**src/hdl/ddmp_cfg.svh**
```systemverilog
// Constants for the memory-side command decoder and mode register block
`ifndef DDMP_CFG_SVH
`define DDMP_CFG_SVH

// ****************************************************************
// Bus register offsets (byte addresses)
// ****************************************************************
`define DDMP_OFF_MODE      12'h000
`define DDMP_OFF_EXT       12'h004
`define DDMP_OFF_STATUS    12'h008
`define DDMP_OFF_CTRL      12'h00c
`define DDMP_OFF_WDATA     12'h010
`define DDMP_OFF_WADDR     12'h014

// ****************************************************************
// Mode register fields
// ****************************************************************
`define DDMP_MR_BL_LSB     0
`define DDMP_MR_BL_MSB     2
`define DDMP_MR_AM_BIT     3
`define DDMP_MR_LAT_LSB    4
`define DDMP_MR_LAT_MSB    6
`define DDMP_MR_TEST_BIT   7
`define DDMP_MR_DLLRST_BIT 8
`define DDMP_AP_BIT        8

// ****************************************************************
// Extended mode register fields
// ****************************************************************
`define DDMP_EMR_DLL_BIT   0
`define DDMP_EMR_DS0_BIT   1
`define DDMP_EMR_DS1_BIT   6

// ****************************************************************
// Field codes
// ****************************************************************
`define DDMP_BL2           3'h1
`define DDMP_BL4           3'h2
`define DDMP_BL8           3'h3
`define DDMP_LAT3          3'h3

// ****************************************************************
// Timing
// ****************************************************************
`define DDMP_CLK_MHZ       25
`define DDMP_DLL_LOCK_CYC  200
`define DDMP_MRW_BUSY_CYC  2

`endif

```
**src/hdl/ddmp_pkg.sv**
```systemverilog
// Types shared by the command decoder and mode register block
package ddmp_pkg;

  typedef enum logic [2:0] {
    ddmp_cmd_nop,
    ddmp_cmd_mode_write,
    ddmp_cmd_ext_write,
    ddmp_cmd_activate,
    ddmp_cmd_column,
    ddmp_cmd_precharge,
    ddmp_cmd_refresh,
    ddmp_cmd_other
  } ddmp_cmd_t;

  typedef struct packed {
    logic        cke;
    logic        select_n;
    logic        row_strobe_n;
    logic        col_strobe_n;
    logic        write_strobe_n;
    logic [1:0]  bank_select;
    logic [11:0] multiplexed_address;
  } ddmp_cmd_bus_t;

  typedef struct packed {
    ddmp_cmd_t   cmd;
    logic [1:0]  bank;
    logic [11:0] addr;
  } ddmp_dec_t;

  typedef struct packed {
    logic [2:0] burst_code;
    logic       interleaved;
    logic [2:0] latency_code;
    logic       test_mode;
    logic       dll_reset;
  } ddmp_mode_t;

endpackage

```
**src/hdl/ddmp_cmd_decode.sv**
```systemverilog
// Command decoder: samples control pins on the rising clock edge
`timescale 1ns/10ps
`default_nettype none
module ddmp_cmd_decode
  import ddmp_pkg::*;
(
  input  wire logic          clk,
  input  wire logic          rst_n,
  input  wire ddmp_pkg::ddmp_cmd_bus_t pins,
  output ddmp_pkg::ddmp_dec_t dec
);
  import ddmp_pkg::*;

  function automatic ddmp_cmd_t decode(input logic [3:0] c, input logic ba0);
    case (c)
      4'h0:    decode = ba0 ? ddmp_cmd_ext_write : ddmp_cmd_mode_write;
      4'h3:    decode = ddmp_cmd_activate;
      4'h4,
      4'h5:    decode = ddmp_cmd_column;
      4'h2:    decode = ddmp_cmd_precharge;
      4'h1:    decode = ddmp_cmd_refresh;
      4'h7:    decode = ddmp_cmd_nop;
      default: decode = ddmp_cmd_other;
    endcase
  endfunction

  always_ff @(posedge clk) begin
    if (!rst_n) begin
      dec <= '0;
    end else if (!pins.cke || pins.select_n) begin
      // Clock stopped or decoder deselected: new commands are ignored
      dec <= '{cmd: ddmp_cmd_nop, bank: 2'h0, addr: 12'h000};
    end else begin
      dec.cmd  <= decode({pins.select_n, pins.row_strobe_n, pins.col_strobe_n,
                          pins.write_strobe_n}, pins.bank_select[0]);
      dec.bank <= pins.bank_select;
      dec.addr <= pins.multiplexed_address;
    end
  end
endmodule
`default_nettype wire

```
**src/hdl/ddmp_write_mask.sv**
```systemverilog
// Byte lane masking of write data, zero latency to its data
`timescale 1ns/10ps
`default_nettype none
module ddmp_write_mask #(
  parameter int LANES = 4
) (
  input  wire logic [8*LANES-1:0] old_word,
  input  wire logic [8*LANES-1:0] data_lines,
  input  wire logic [LANES-1:0]   byte_write_mask,
  output logic      [8*LANES-1:0] merged
);
  genvar g;
  generate
    for (g = 0; g < LANES; g = g + 1) begin : g_lane
      // Lane g covers data bits 8g..8g+7, lowest lane first
      assign merged[8*g+:8] = byte_write_mask[g] ? old_word[8*g+:8] : data_lines[8*g+:8];
    end
  endgenerate
endmodule
`default_nettype wire

```
**src/hdl/ddmp_top.sv**
```systemverilog
// Memory-side command, mode register and write mask block with AXI4-Lite view
//
// Function
// - Commands sampled rising edge; data on strobe (this block takes data once per clock)
// - Clock enable low stops internal clock (here: decoder gives NOP, write word holds, counters keep running)
// - Select high ignores new commands
// - Mask bit high blocks its byte lane
// - Row 12 bits, column 8, bit8 precharge
// - All strobes low writes mode register
// - Mode fields: burst, order, latency, test
// - Mode register undefined until written
// - Bank bit0 high writes extended register
// - Extended: DLL enable, driver strength
// - Bursts 2,4,8; both orders; latency 3
`timescale 1ns/10ps
`default_nettype none
`include "ddmp_cfg.svh"
module ddmp_top
  import ddmp_pkg::*;
#(
  parameter int ROWS_BITS = 12,
  parameter int COL_BITS  = 8
) (
  input  wire logic                clk,
  input  wire logic                rst_n,
  input  wire ddmp_pkg::ddmp_cmd_bus_t pins,
  input  wire logic [31:0]         data_lines,
  input  wire logic [3:0]          byte_write_mask,
  input  wire logic                s_axi_awvalid,
  output logic                     s_axi_awready,
  input  wire logic [11:0]         s_axi_awaddr,
  input  wire logic                s_axi_wvalid,
  output logic                     s_axi_wready,
  input  wire logic [31:0]         s_axi_wdata,
  input  wire logic [3:0]          s_axi_wstrb,
  output logic                     s_axi_bvalid,
  input  wire logic                s_axi_bready,
  output logic [1:0]               s_axi_bresp,
  input  wire logic                s_axi_arvalid,
  output logic                     s_axi_arready,
  input  wire logic [11:0]         s_axi_araddr,
  output logic                     s_axi_rvalid,
  input  wire logic                s_axi_rready,
  output logic [31:0]              s_axi_rdata,
  output logic [1:0]               s_axi_rresp,
  output logic                     dll_locked,
  output logic                     mode_valid,
  output logic [3:0]               burst_words,
  output logic                     auto_precharge_flag,
  output logic [ROWS_BITS-1:0]     row_address,
  output logic [COL_BITS-1:0]      column_address,
  output logic [1:0]               active_bank
);
  import ddmp_pkg::*;

  // ****************************************************************
  // Command decode
  // ****************************************************************
  ddmp_dec_t  dec;
  ddmp_mode_t mode;
  logic [11:0] ext_reg;
  logic        ext_bank1;
  logic        ext_valid;
  logic [3:0]  banks_open;
  logic [1:0]  busy_cnt;
  logic [7:0]  lock_cnt;
  logic        proto_err;
  logic [31:0] last_word;
  logic [31:0] wr_word;

  ddmp_cmd_decode u_dec (
    .clk   (clk),
    .rst_n (rst_n),
    .pins  (pins),
    .dec   (dec)
  );

  function automatic logic [3:0] burst_len(input logic [2:0] code);
    case (code)
      `DDMP_BL2: burst_len = 4'h2;
      `DDMP_BL4: burst_len = 4'h4;
      `DDMP_BL8: burst_len = 4'h8;
      default:   burst_len = 4'h0;
    endcase
  endfunction

  wire logic mode_hit = dec.cmd == ddmp_cmd_mode_write;
  wire logic ext_hit  = dec.cmd == ddmp_cmd_ext_write;

  // ****************************************************************
  // Mode and extended mode registers
  // ****************************************************************
  always_ff @(posedge clk) begin
    if (!rst_n) begin
      mode       <= '0; // Contents have no meaning until mode_valid
      mode_valid <= 1'b0;
    end else if (mode_hit) begin
      mode.burst_code   <= dec.addr[`DDMP_MR_BL_MSB:`DDMP_MR_BL_LSB];
      mode.interleaved  <= dec.addr[`DDMP_MR_AM_BIT];
      mode.latency_code <= dec.addr[`DDMP_MR_LAT_MSB:`DDMP_MR_LAT_LSB];
      mode.test_mode    <= dec.addr[`DDMP_MR_TEST_BIT];
      mode.dll_reset    <= dec.addr[`DDMP_MR_DLLRST_BIT];
      mode_valid        <= 1'b1;
    end
  end

  always_ff @(posedge clk) begin
    if (!rst_n) begin
      ext_reg   <= 12'h000;
      ext_bank1 <= 1'b0;
      ext_valid <= 1'b0;
    end else if (ext_hit) begin
      ext_reg   <= dec.addr;
      ext_bank1 <= dec.bank[1];
      ext_valid <= 1'b1;
    end
  end

  // ****************************************************************
  // DLL lock counter
  // ****************************************************************
  // Restarts on every DLL-reset mode write; an extended write that turns the DLL off drops the lock.
  always_ff @(posedge clk) begin
    if (!rst_n) begin
      lock_cnt   <= 8'h00;
      dll_locked <= 1'b0;
    end else if (mode_hit && dec.addr[`DDMP_MR_DLLRST_BIT]) begin
      lock_cnt   <= 8'h00;
      dll_locked <= 1'b0;
    end else if (ext_hit && dec.addr[`DDMP_EMR_DLL_BIT]) begin
      dll_locked <= 1'b0;
    end else if (ext_valid && !ext_reg[`DDMP_EMR_DLL_BIT] && mode_valid) begin
      if (lock_cnt != 8'(`DDMP_DLL_LOCK_CYC - 1)) begin
        lock_cnt <= lock_cnt + 8'h01;
      end else begin
        dll_locked <= 1'b1;
      end
    end
  end

  // ****************************************************************
  // Bank state, busy window and sequence checks
  // ****************************************************************
  always_ff @(posedge clk) begin
    if (!rst_n) begin
      banks_open <= 4'h0;
    end else if (dec.cmd == ddmp_cmd_activate) begin
      banks_open[dec.bank] <= 1'b1;
    end else if (dec.cmd == ddmp_cmd_precharge) begin
      if (dec.addr[`DDMP_AP_BIT]) begin
        banks_open <= 4'h0;
      end else begin
        banks_open[dec.bank] <= 1'b0;
      end
    end else if (dec.cmd == ddmp_cmd_column && dec.addr[`DDMP_AP_BIT]) begin
      banks_open[dec.bank] <= 1'b0;
    end
  end

  always_ff @(posedge clk) begin
    if (!rst_n) begin
      busy_cnt <= 2'h0;
    end else if (mode_hit || ext_hit) begin
      busy_cnt <= 2'(`DDMP_MRW_BUSY_CYC);
    end else if (busy_cnt != 2'h0) begin
      busy_cnt <= busy_cnt - 2'h1;
    end
  end

  // Sticky flag for controller mistakes; the device still obeys the command
  always_ff @(posedge clk) begin
    if (!rst_n) begin
      proto_err <= 1'b0;
    end else if ((mode_hit || ext_hit) && banks_open != 4'h0) begin
      proto_err <= 1'b1;
    end else if (dec.cmd != ddmp_cmd_nop && busy_cnt != 2'h0) begin
      proto_err <= 1'b1;
    end else if (mode_hit && (dec.addr[`DDMP_MR_TEST_BIT] || dec.bank != 2'h0)) begin
      proto_err <= 1'b1;
    end else if (ext_hit && (dec.addr & 12'hfbc) != 12'h000) begin
      proto_err <= 1'b1;
    end else if (s_axi_awvalid && s_axi_wvalid && s_axi_awready
                 && s_axi_awaddr == `DDMP_OFF_CTRL && s_axi_wstrb[0] && s_axi_wdata[0]) begin
      proto_err <= 1'b0;
    end
  end

  // ****************************************************************
  // Row/column capture and masked write data
  // ****************************************************************
  always_ff @(posedge clk) begin
    if (!rst_n) begin
      row_address         <= '0;
      column_address      <= '0;
      auto_precharge_flag <= 1'b0;
      active_bank         <= 2'h0;
      burst_words         <= 4'h0;
    end else begin
      burst_words <= burst_len(mode.burst_code);
      if (dec.cmd == ddmp_cmd_activate) begin
        row_address <= dec.addr[ROWS_BITS-1:0];
        active_bank <= dec.bank;
      end else if (dec.cmd == ddmp_cmd_column) begin
        column_address      <= dec.addr[COL_BITS-1:0];
        auto_precharge_flag <= dec.addr[`DDMP_AP_BIT];
        active_bank         <= dec.bank;
      end
    end
  end

  // Data is taken once per clock here; the strobe-edge capture lives in the PHY ahead of this block
  ddmp_write_mask #(.LANES(4)) u_mask (
    .old_word        (last_word),
    .data_lines      (data_lines),
    .byte_write_mask (byte_write_mask),
    .merged          (wr_word)
  );

  always_ff @(posedge clk) begin
    if (!rst_n) begin
      last_word <= 32'h0000_0000;
    end else if (pins.cke) begin
      last_word <= wr_word;
    end
  end

  // ****************************************************************
  // AXI4-Lite slave
  // ****************************************************************
  wire logic wr_take = s_axi_awvalid && s_axi_wvalid && !s_axi_bvalid && !s_axi_awready;

  always_ff @(posedge clk) begin
    if (!rst_n) begin
      s_axi_awready <= 1'b0;
      s_axi_wready  <= 1'b0;
      s_axi_bvalid  <= 1'b0;
      s_axi_bresp   <= 2'h0;
    end else begin
      s_axi_awready <= wr_take;
      s_axi_wready  <= wr_take;
      if (s_axi_awready) begin
        s_axi_bvalid <= 1'b1;
        s_axi_bresp  <= (s_axi_awaddr == `DDMP_OFF_CTRL) ? 2'h0 : 2'h2;
      end else if (s_axi_bready) begin
        s_axi_bvalid <= 1'b0;
      end
    end
  end

  always_ff @(posedge clk) begin
    if (!rst_n) begin
      s_axi_arready <= 1'b0;
      s_axi_rvalid  <= 1'b0;
      s_axi_rdata   <= 32'h0000_0000;
      s_axi_rresp   <= 2'h0;
    end else begin
      s_axi_arready <= s_axi_arvalid && !s_axi_rvalid && !s_axi_arready;
      if (s_axi_arready) begin
        s_axi_rvalid <= 1'b1;
        s_axi_rresp  <= 2'h0;
        case (s_axi_araddr)
          `DDMP_OFF_MODE:   s_axi_rdata <= {23'h0, mode};
          `DDMP_OFF_EXT:    s_axi_rdata <= {19'h0, ext_bank1, ext_reg};
          `DDMP_OFF_STATUS: s_axi_rdata <= {24'h0, proto_err, banks_open,
                                            ext_valid, mode_valid, dll_locked};
          `DDMP_OFF_CTRL:   s_axi_rdata <= 32'h0000_0000;
          `DDMP_OFF_WDATA:  s_axi_rdata <= last_word;
          `DDMP_OFF_WADDR:  s_axi_rdata <= {18'h0, active_bank, 3'h0,
                                            auto_precharge_flag, column_address};
          default: begin
            s_axi_rdata <= 32'h0000_0000;
            s_axi_rresp <= 2'h2;
          end
        endcase
      end else if (s_axi_rready) begin
        s_axi_rvalid <= 1'b0;
      end
    end
  end

endmodule
`default_nettype wire

```
**config.mk**
```make
export PLATFORM = sky130hd
export DESIGN_NAME = ddmp_top
export DESIGN_NICKNAME = d
export VERILOG_FILES = /design/src/hdl/ddmp_pkg.sv /design/src/hdl/ddmp_cmd_decode.sv /design/src/hdl/ddmp_write_mask.sv /design/src/hdl/ddmp_top.sv
export VERILOG_INCLUDE_DIRS = /design/src /design/src/hdl
export SDC_FILE = /design/constraint.sdc
export NUM_CORES = 1
export LEC_CHECK = 0
export ABC_AREA = 1
export BUFFER_PORTS_ARGS = -buffer_cell sky130_fd_sc_hd__buf_2
export CAP_MARGIN = 20
export CORE_AREA = 4 4 127 129
export DETAILED_ROUTE_END_ITERATION = 12
export DIE_AREA = 0 0 131 133
export PLACE_DENSITY = 0.76
export SKIP_LAST_GASP = 1
export SLEW_MARGIN = 20
export SYNTH_ARGS = -nofsm -noshare
export SYNTH_HDL_FRONTEND = slang
export SYNTH_HIERARCHICAL = 1
export SYNTH_SLANG_ARGS = --single-unit
export TNS_END_PERCENT = 100
```
**constraint.sdc**
```tcl
create_clock -name clk -period 1.4 [get_ports clk]
set_clock_uncertainty 0.15 [all_clocks]
set_input_delay 0.14 -clock clk [delete_from_list [all_inputs] [get_ports clk]]
set_output_delay 0.14 -clock clk [all_outputs]
set_load 0.03 [all_outputs]
```
* Word level (Yosys, flattened, before mapping) *
Cells that the tools add are included.

operators by class
  $add $sub $neg = 2
  multipliers = 0
  div/mod/pow operators = 0
  $lt $le $gt $ge = 2
  equal/unequal tests = 21
  shift operators = 0
  mux-type cells = 25
  bitwise operators = 11
  reduce and logical (&&, ||, !) cells = 54

operators by type and width
  kind                   count
  $pmux W32 S5           1
  $eq A12 B4 Y1 const B  3
  $eq A12 B5 Y1 const B  2
  $logic_and A1 B1 Y1    19
  $pmux W3 S6            1
  $mux W4                4
  $mux W2                7
  $eq A12 B3 Y1 const B  1
  $eq A3 B2 Y1 const B   4
  $eq A4 B3 Y1 const B   3
  $logic_not A12 Y1      1
  $pmux W4 S3            1
  $reduce_and A2 Y1      6
  $reduce_bool A12 Y1    1
  $reduce_bool A2 Y1     6
  $mux W1                10
  $add A8 B1 Y8 const B  1
  $eq A4 B2 Y1 const B   2
  $ne A8 B8 Y1 const B   1
  $not A1 Y1             8
  $reduce_or A2 Y1       4
  $eq A3 B1 Y1 const B   2
  $eq A3 B3 Y1 const B   2
  $logic_not A1 Y1       6
  16 further kinds       19

word-level totals
  register bits after elaboration = 156
  latch bits = 0
  memory bits (writable) = 0
  memory bits (read-only) = 0
  input port bits = 122
  logic and storage cells = 149
  memories kept = 0

* Logic depth before layout (Yosys ltp) *
  depth after elaboration = 10
  mapped depth = 11
  mapped depth without buffers = 10

* By module *
Netlist, hierarchy kept.

by module, submodules not included
  module           instances  cells an instance  area an instance (um^2)  sequential area each (um^2)
  ddmp_top         1          759                5610.4                   2722.6
  ddmp_cmd_decode  1          65                 564.3                    340.3
  ddmp_write_mask  1          104                420.4                    0.0

* Least setup slack after synthesis *
Ideal clock, no wire load.

  path type = flip-flop to flip-flop
  from = register mode_valid
  to = register lock_cnt[0]
  arrival time = 1402 ps
  slack = -220 ps
  cell stages (with the launch flop) = 8
  path buffers = 0
  path through = dfxtp_1 -> inv_1 -> nor3_2 -> nand2_4 -> nor2_8 -> inv_4 -> or2_1 -> a21oi_2

on the way
  cells in the longest elaborated chain, start to end = 2

ends and longest elaborated chain
  item                         RTL line         RTL
  from (decl)                  ddmp_top.sv:47   output logic mode_valid,
  from (signal assigned)       ddmp_top.sv:96   mode_valid <= 1'b0;
  from (signal assigned)       ddmp_top.sv:103  mode_valid <= 1'b1;
  $logic_and A1 B1 Y1          ddmp_top.sv:132  end else if (ext_valid && !ext_reg[`DDMP_EMR_DLL_BIT] && mode_valid) begin
  $reduce_and A3 Y1 (no line)  -
  to (signal assigned)         ddmp_top.sv:134  lock_cnt <= lock_cnt + 8'h01;
  to (decl)                    ddmp_top.sv:66   logic [7:0] lock_cnt;

Every way passes these cells.
A chain may end at the register's enable or synchronous reset.

* Worst setup path in the final report *
  from = register, netlist name u_dec/dec[15]
  to = register column_address[7]

on the way
  cells in the longest elaborated chain, start to end = 3
  elaborated cells between the ends (all ways) = 4
  those cells by class = 2 x eq/ne; 1 x bitwise; 1 x reduce/logical

ends and longest elaborated chain
  item                             RTL line         RTL
  $eq A3 B2 Y1                     ddmp_top.sv:200  if (dec.cmd == ddmp_cmd_activate) begin
  $not A1 Y1 (no line)             -
  $reduce_and A2 Y1 (no line) (*)  -
  to (signal assigned)             ddmp_top.sv:204  column_address <= dec.addr[COL_BITS-1:0];
  to (decl)                        ddmp_top.sv:51   output logic [COL_BITS-1:0] column_address,

Mark *: on every way between the ends. The rest lies on a longest branch, timed or not.

==> impl_metrics.env <==
export IMPL_status="complete, but fails checks"
export IMPL_violations="negative hold slack, negative setup slack"
export IMPL_synth_adder_area_share=0.00190
export IMPL_irDropWorstVdd_v=0.000869
export IMPL_design_core_area_um2=15000
export IMPL_worstHoldPathCells=5
export IMPL_via_per_inst=5.10
export IMPL_synth_top_area_cell="dfxtp_1"
export IMPL_drt_total_wl_um=20400
export IMPL_nets=1319
export IMPL_cp_end_kind="flop"
export IMPL_synth_xor_area_frac=0.00398
export IMPL_setup_viol=25
export IMPL_synth_compound_area_frac=0.148
export IMPL_p_sw_mw=2.43
export IMPL_fin_crit_sh=1.05
export IMPL_muxShareOfSynthArea=0
export IMPL_arrival_ns=1.69
export IMPL_layout_drive_gt1_share=0.281
export IMPL_swShare=0.241
export IMPL_crit_top_cell="inv_2"
export IMPL_gp_congestion=0.869
export IMPL_worst_setup_path_start_kind="flop"
export IMPL_cts_buffers=17
export IMPL_diodes=0
export IMPL_internal_power_mw=7.65
export IMPL_yosys_register_bits=153
export IMPL_max_cap_violations=0
export IMPL_synth_top_family_by_area="simple AND/OR/NAND/NOR gates"
export IMPL_clock_sinks=153
export IMPL_regToRegStartpoint="u_dec/dec[15]"
export IMPL_path_max_fanout=11
export IMPL_reg2reg_depth=7
export IMPL_async_flop_share=0
export IMPL_power_per_cell_area_nw_per_um2=1070
export IMPL_p_leak_nw=4.36
export IMPL_route_detailed_drc=0
export IMPL_hold_viol_final=1
export IMPL_cts_htree_levels=4
export IMPL_row_count=45
export IMPL_ys_warn_count=6
export IMPL_synth_cell_types=40
export IMPL_critPathKind="flop to flop"
export IMPL_start_util=0.439
export IMPL_clockPowerShare=0.435
export IMPL_synthFlopType="dfxtp_1"
export IMPL_drt_iter0_drc=650
export IMPL_cts_tree="built"
export IMPL_cpMaxStageDelayCell="dfxtp_4"
export IMPL_drt_first_pass_iters=5
export IMPL_post_route_min_period_ns=1.48
export IMPL_pwr_share_comb=0.109
export IMPL_reg_top3="last_word: 32 flops, s_axi_rdata: 32 flops, u_dec/dec: 17 flops"
export IMPL_ant_nets=0
export IMPL_worst_slack_ns=-0.0768
export IMPL_timing_hold_ws_ns=-0.00116
export IMPL_drv_slew=0
export IMPL_clockRootBuffer="clkbuf_16"
export IMPL_seq_area_frac_synth=0.464
export IMPL_grt_setup_unrepaired="true"
export IMPL_grt_pass1_vias=6591
export IMPL_dp_slack_ns=-0.160
export IMPL_clk_path_buf_depth=2
export IMPL_ioPinCount=192
export IMPL_synth_area_leaders="dfxtp_1 46%, nand2_1 12%, nor2_1 7.6%, o21ai_0 6.3%, a21oi_1 5.4%"
export IMPL_clkSlewWorstSetupHoldPaths_ns=0.06
export IMPL_hp_start="pins[18]"
export IMPL_fp_dieArea_um2=17400
export IMPL_avgSynthCellArea_um2=7.11
export IMPL_postSynthCellCount=928
export IMPL_chipHeight_um=133
export IMPL_avgRoutedWirePerCell_um=14.6
export IMPL_overflow=0
export IMPL_grt_pass1_wl_um=31100
export IMPL_grt_max_degree=61
export IMPL_syn_cell_area_um2=6600
export IMPL_syn_to_final_growth_pct=43.2
export IMPL_cpPeakStageDelay_ns=0.37
export IMPL_fmax_mhz=677
export IMPL_path_cells="inv_2, nand2_2, nor2_4, inv_2, buf_12, buf_4, a21oi_1"
export IMPL_vias=7113
export IMPL_cp_top_family="buffers and inverters"
export IMPL_required_ns=1.61
export IMPL_yosys_area_share_simple=0.296
export IMPL_worstHoldEndpoint="u_dec/dec[16]"
export IMPL_p_seq_frac=0.456
export IMPL_die_w_um=131
export IMPL_path_buf_inv=4
export IMPL_synth_edf_count=0
export IMPL_portBuffers=154
export IMPL_hold_path_class="input pin to flop"
export IMPL_tns_ns=-0.635
export IMPL_clk_latency_ns=0.42
export IMPL_yosys_area_top_type_share=0.464
export IMPL_reg2reg_slack_ns=-0.08
export IMPL_dp_hpwl_um=13200
export IMPL_fill_cells=1221
export IMPL_power_total_mw=10.1
export IMPL_antenna_found_initial=0
export IMPL_grt_use_total=0.223
export IMPL_r2r_end="column_address[7]"
-- cells in the mapped netlist, types with 2 or more instances --
library cell / n
xor2_1: 3
buf_4: 4
nor2_4: 4
o22ai_1: 4
nor2_1: 133
nor4_1: 3
nor3_1: 18
buf_1: 4
o21ai_1: 19
a21oi_1: 71
buf_6: 6
o211ai_1: 2
nand2_1: 207
nand2_4: 2
clkbuf_1: 27
dfxtp_1: 153
nor3_2: 2
inv_1: 64
a31oi_1: 3
o21ai_0: 83
nand3_1: 51
buf_2: 4
nand3_2: 2
a21oi_2: 2
nor2_2: 12
nand4_1: 10
clkinv_1: 2
inv_2: 20
nand2_2: 2
-- cell usage in the layout, fill, tap and decap left out, types with 19 or more instances in the layout --
cell type      instances
nand2_1              202
buf_2                150
dfxtp_1              144
nor2_1               124
o21ai_0               72
a21oi_1               70
dlygate4sd3_1         66
inv_1                 63
buf_4                 63
nand3_1               51
o21ai_1               25
clkbuf_16             19
-- power groups by stage --
| stage | Clock, mW | Combinational, mW | Sequential [mW] |
|---|---|---|---|
| after floorplan | 0 | 0.475 | 4.74 |
| after global placement | 0 | 0.872 | 4.69 |
| after detailed placement | 0 | 0.887 | 4.70 |
| after CTS | 4.44 | 1.04 | 4.60 |
| after global routing | 4.64 | 1.20 | 4.61 |
| final | 4.39 | 1.10 | 4.60 |
-- timing repair --
item	4_1_cts	5_1_grt
setup buffers	1	3
pin swaps	1	11
endpoints found under the hold margin	55	1
hold buffers	68	1
gates resized for setup	10	58
gates cloned	0	2
setup endpoints to repair	15	71
-- layer usage --
metal | wire length [µm] | vias to the layer above | GRT usage | part of all wire
met5 | 0 | - | 0 | 0
met4 | 597 | 0 | 0.0897 | 0.029
met3 | 1330 | 55 | 0.0537 | 0.065
li1 | - | 3534 | - | -
met2 | 9860 | 270 | 0.363 | 0.48
met1 | 8580 | 3254 | 0.281 | 0.42
-- cell families (layout without fill, tap and decap cells) --
group / after synthesis / after routing
simple gates: 450 / 450
flops: 153 / 153
fa+ha+maj: 1 / 1
xor+xnor: 3 / 3
other cells: 1 / 3
compound gates: 188 / 188
buf+inv: 132 / 409
-- final cells by class --
cell class / instances / area (µm²) / area share
Multi-Input combinational cell: 645 / 3110 / 0.329
Tap cell: 188 / 235 / 0.0249
Clock inverter: 9 / 101 / 0.0107
Timing Repair Buffer: 292 / 2120 / 0.224
Sequential cell: 153 / 3080 / 0.326
Inverter: 87 / 342 / 0.0362
Clock buffer: 21 / 460 / 0.0488
-- worst max path at each step --
| stage | from | endpoint | cells after the start | slack (ns) |
|---|---|---|---|---|
| finish | u_dec/dec[15] | column_address[7] | 7 | -0.08 |
| global route | u_dec/dec[15] | column_address[7] | 7 | -0.12 |
| CTS | lock_cnt[0] | lock_cnt[0] | 7 | -0.05 |
| detailed placement | s_axi_araddr[11] | s_axi_rdata[2] | 8 | -0.16 |
| global placement | s_axi_araddr[11] | s_axi_rdata[3] | 8 | -0.07 |
| floorplan | lock_cnt[0] | lock_cnt[0] | 7 | -0.03 |
-- tightest hold or removal path, stage by stage --
cell and delay (ns):
buf_2 0.16, nand2_1 0.12, nor2_4 0.05, nand2_1 0.05
nor2_1 0.03
-- stage by stage --
step | utilization | cells | instance area, µm²
2_1_floorplan | - | 930 | 6620
3_3_place_gp | 0.529 | 1293 | 7950
3_5_place_dp | 0.529 | 1293 | 7950
4_1_cts | 0.613 | 1392 | 9220
5_1_grt | 0.628 | 1395 | 9440
6_report | 0.628 | 1395 | 9440
Note: power is estimated with default switching activity, not from simulation.
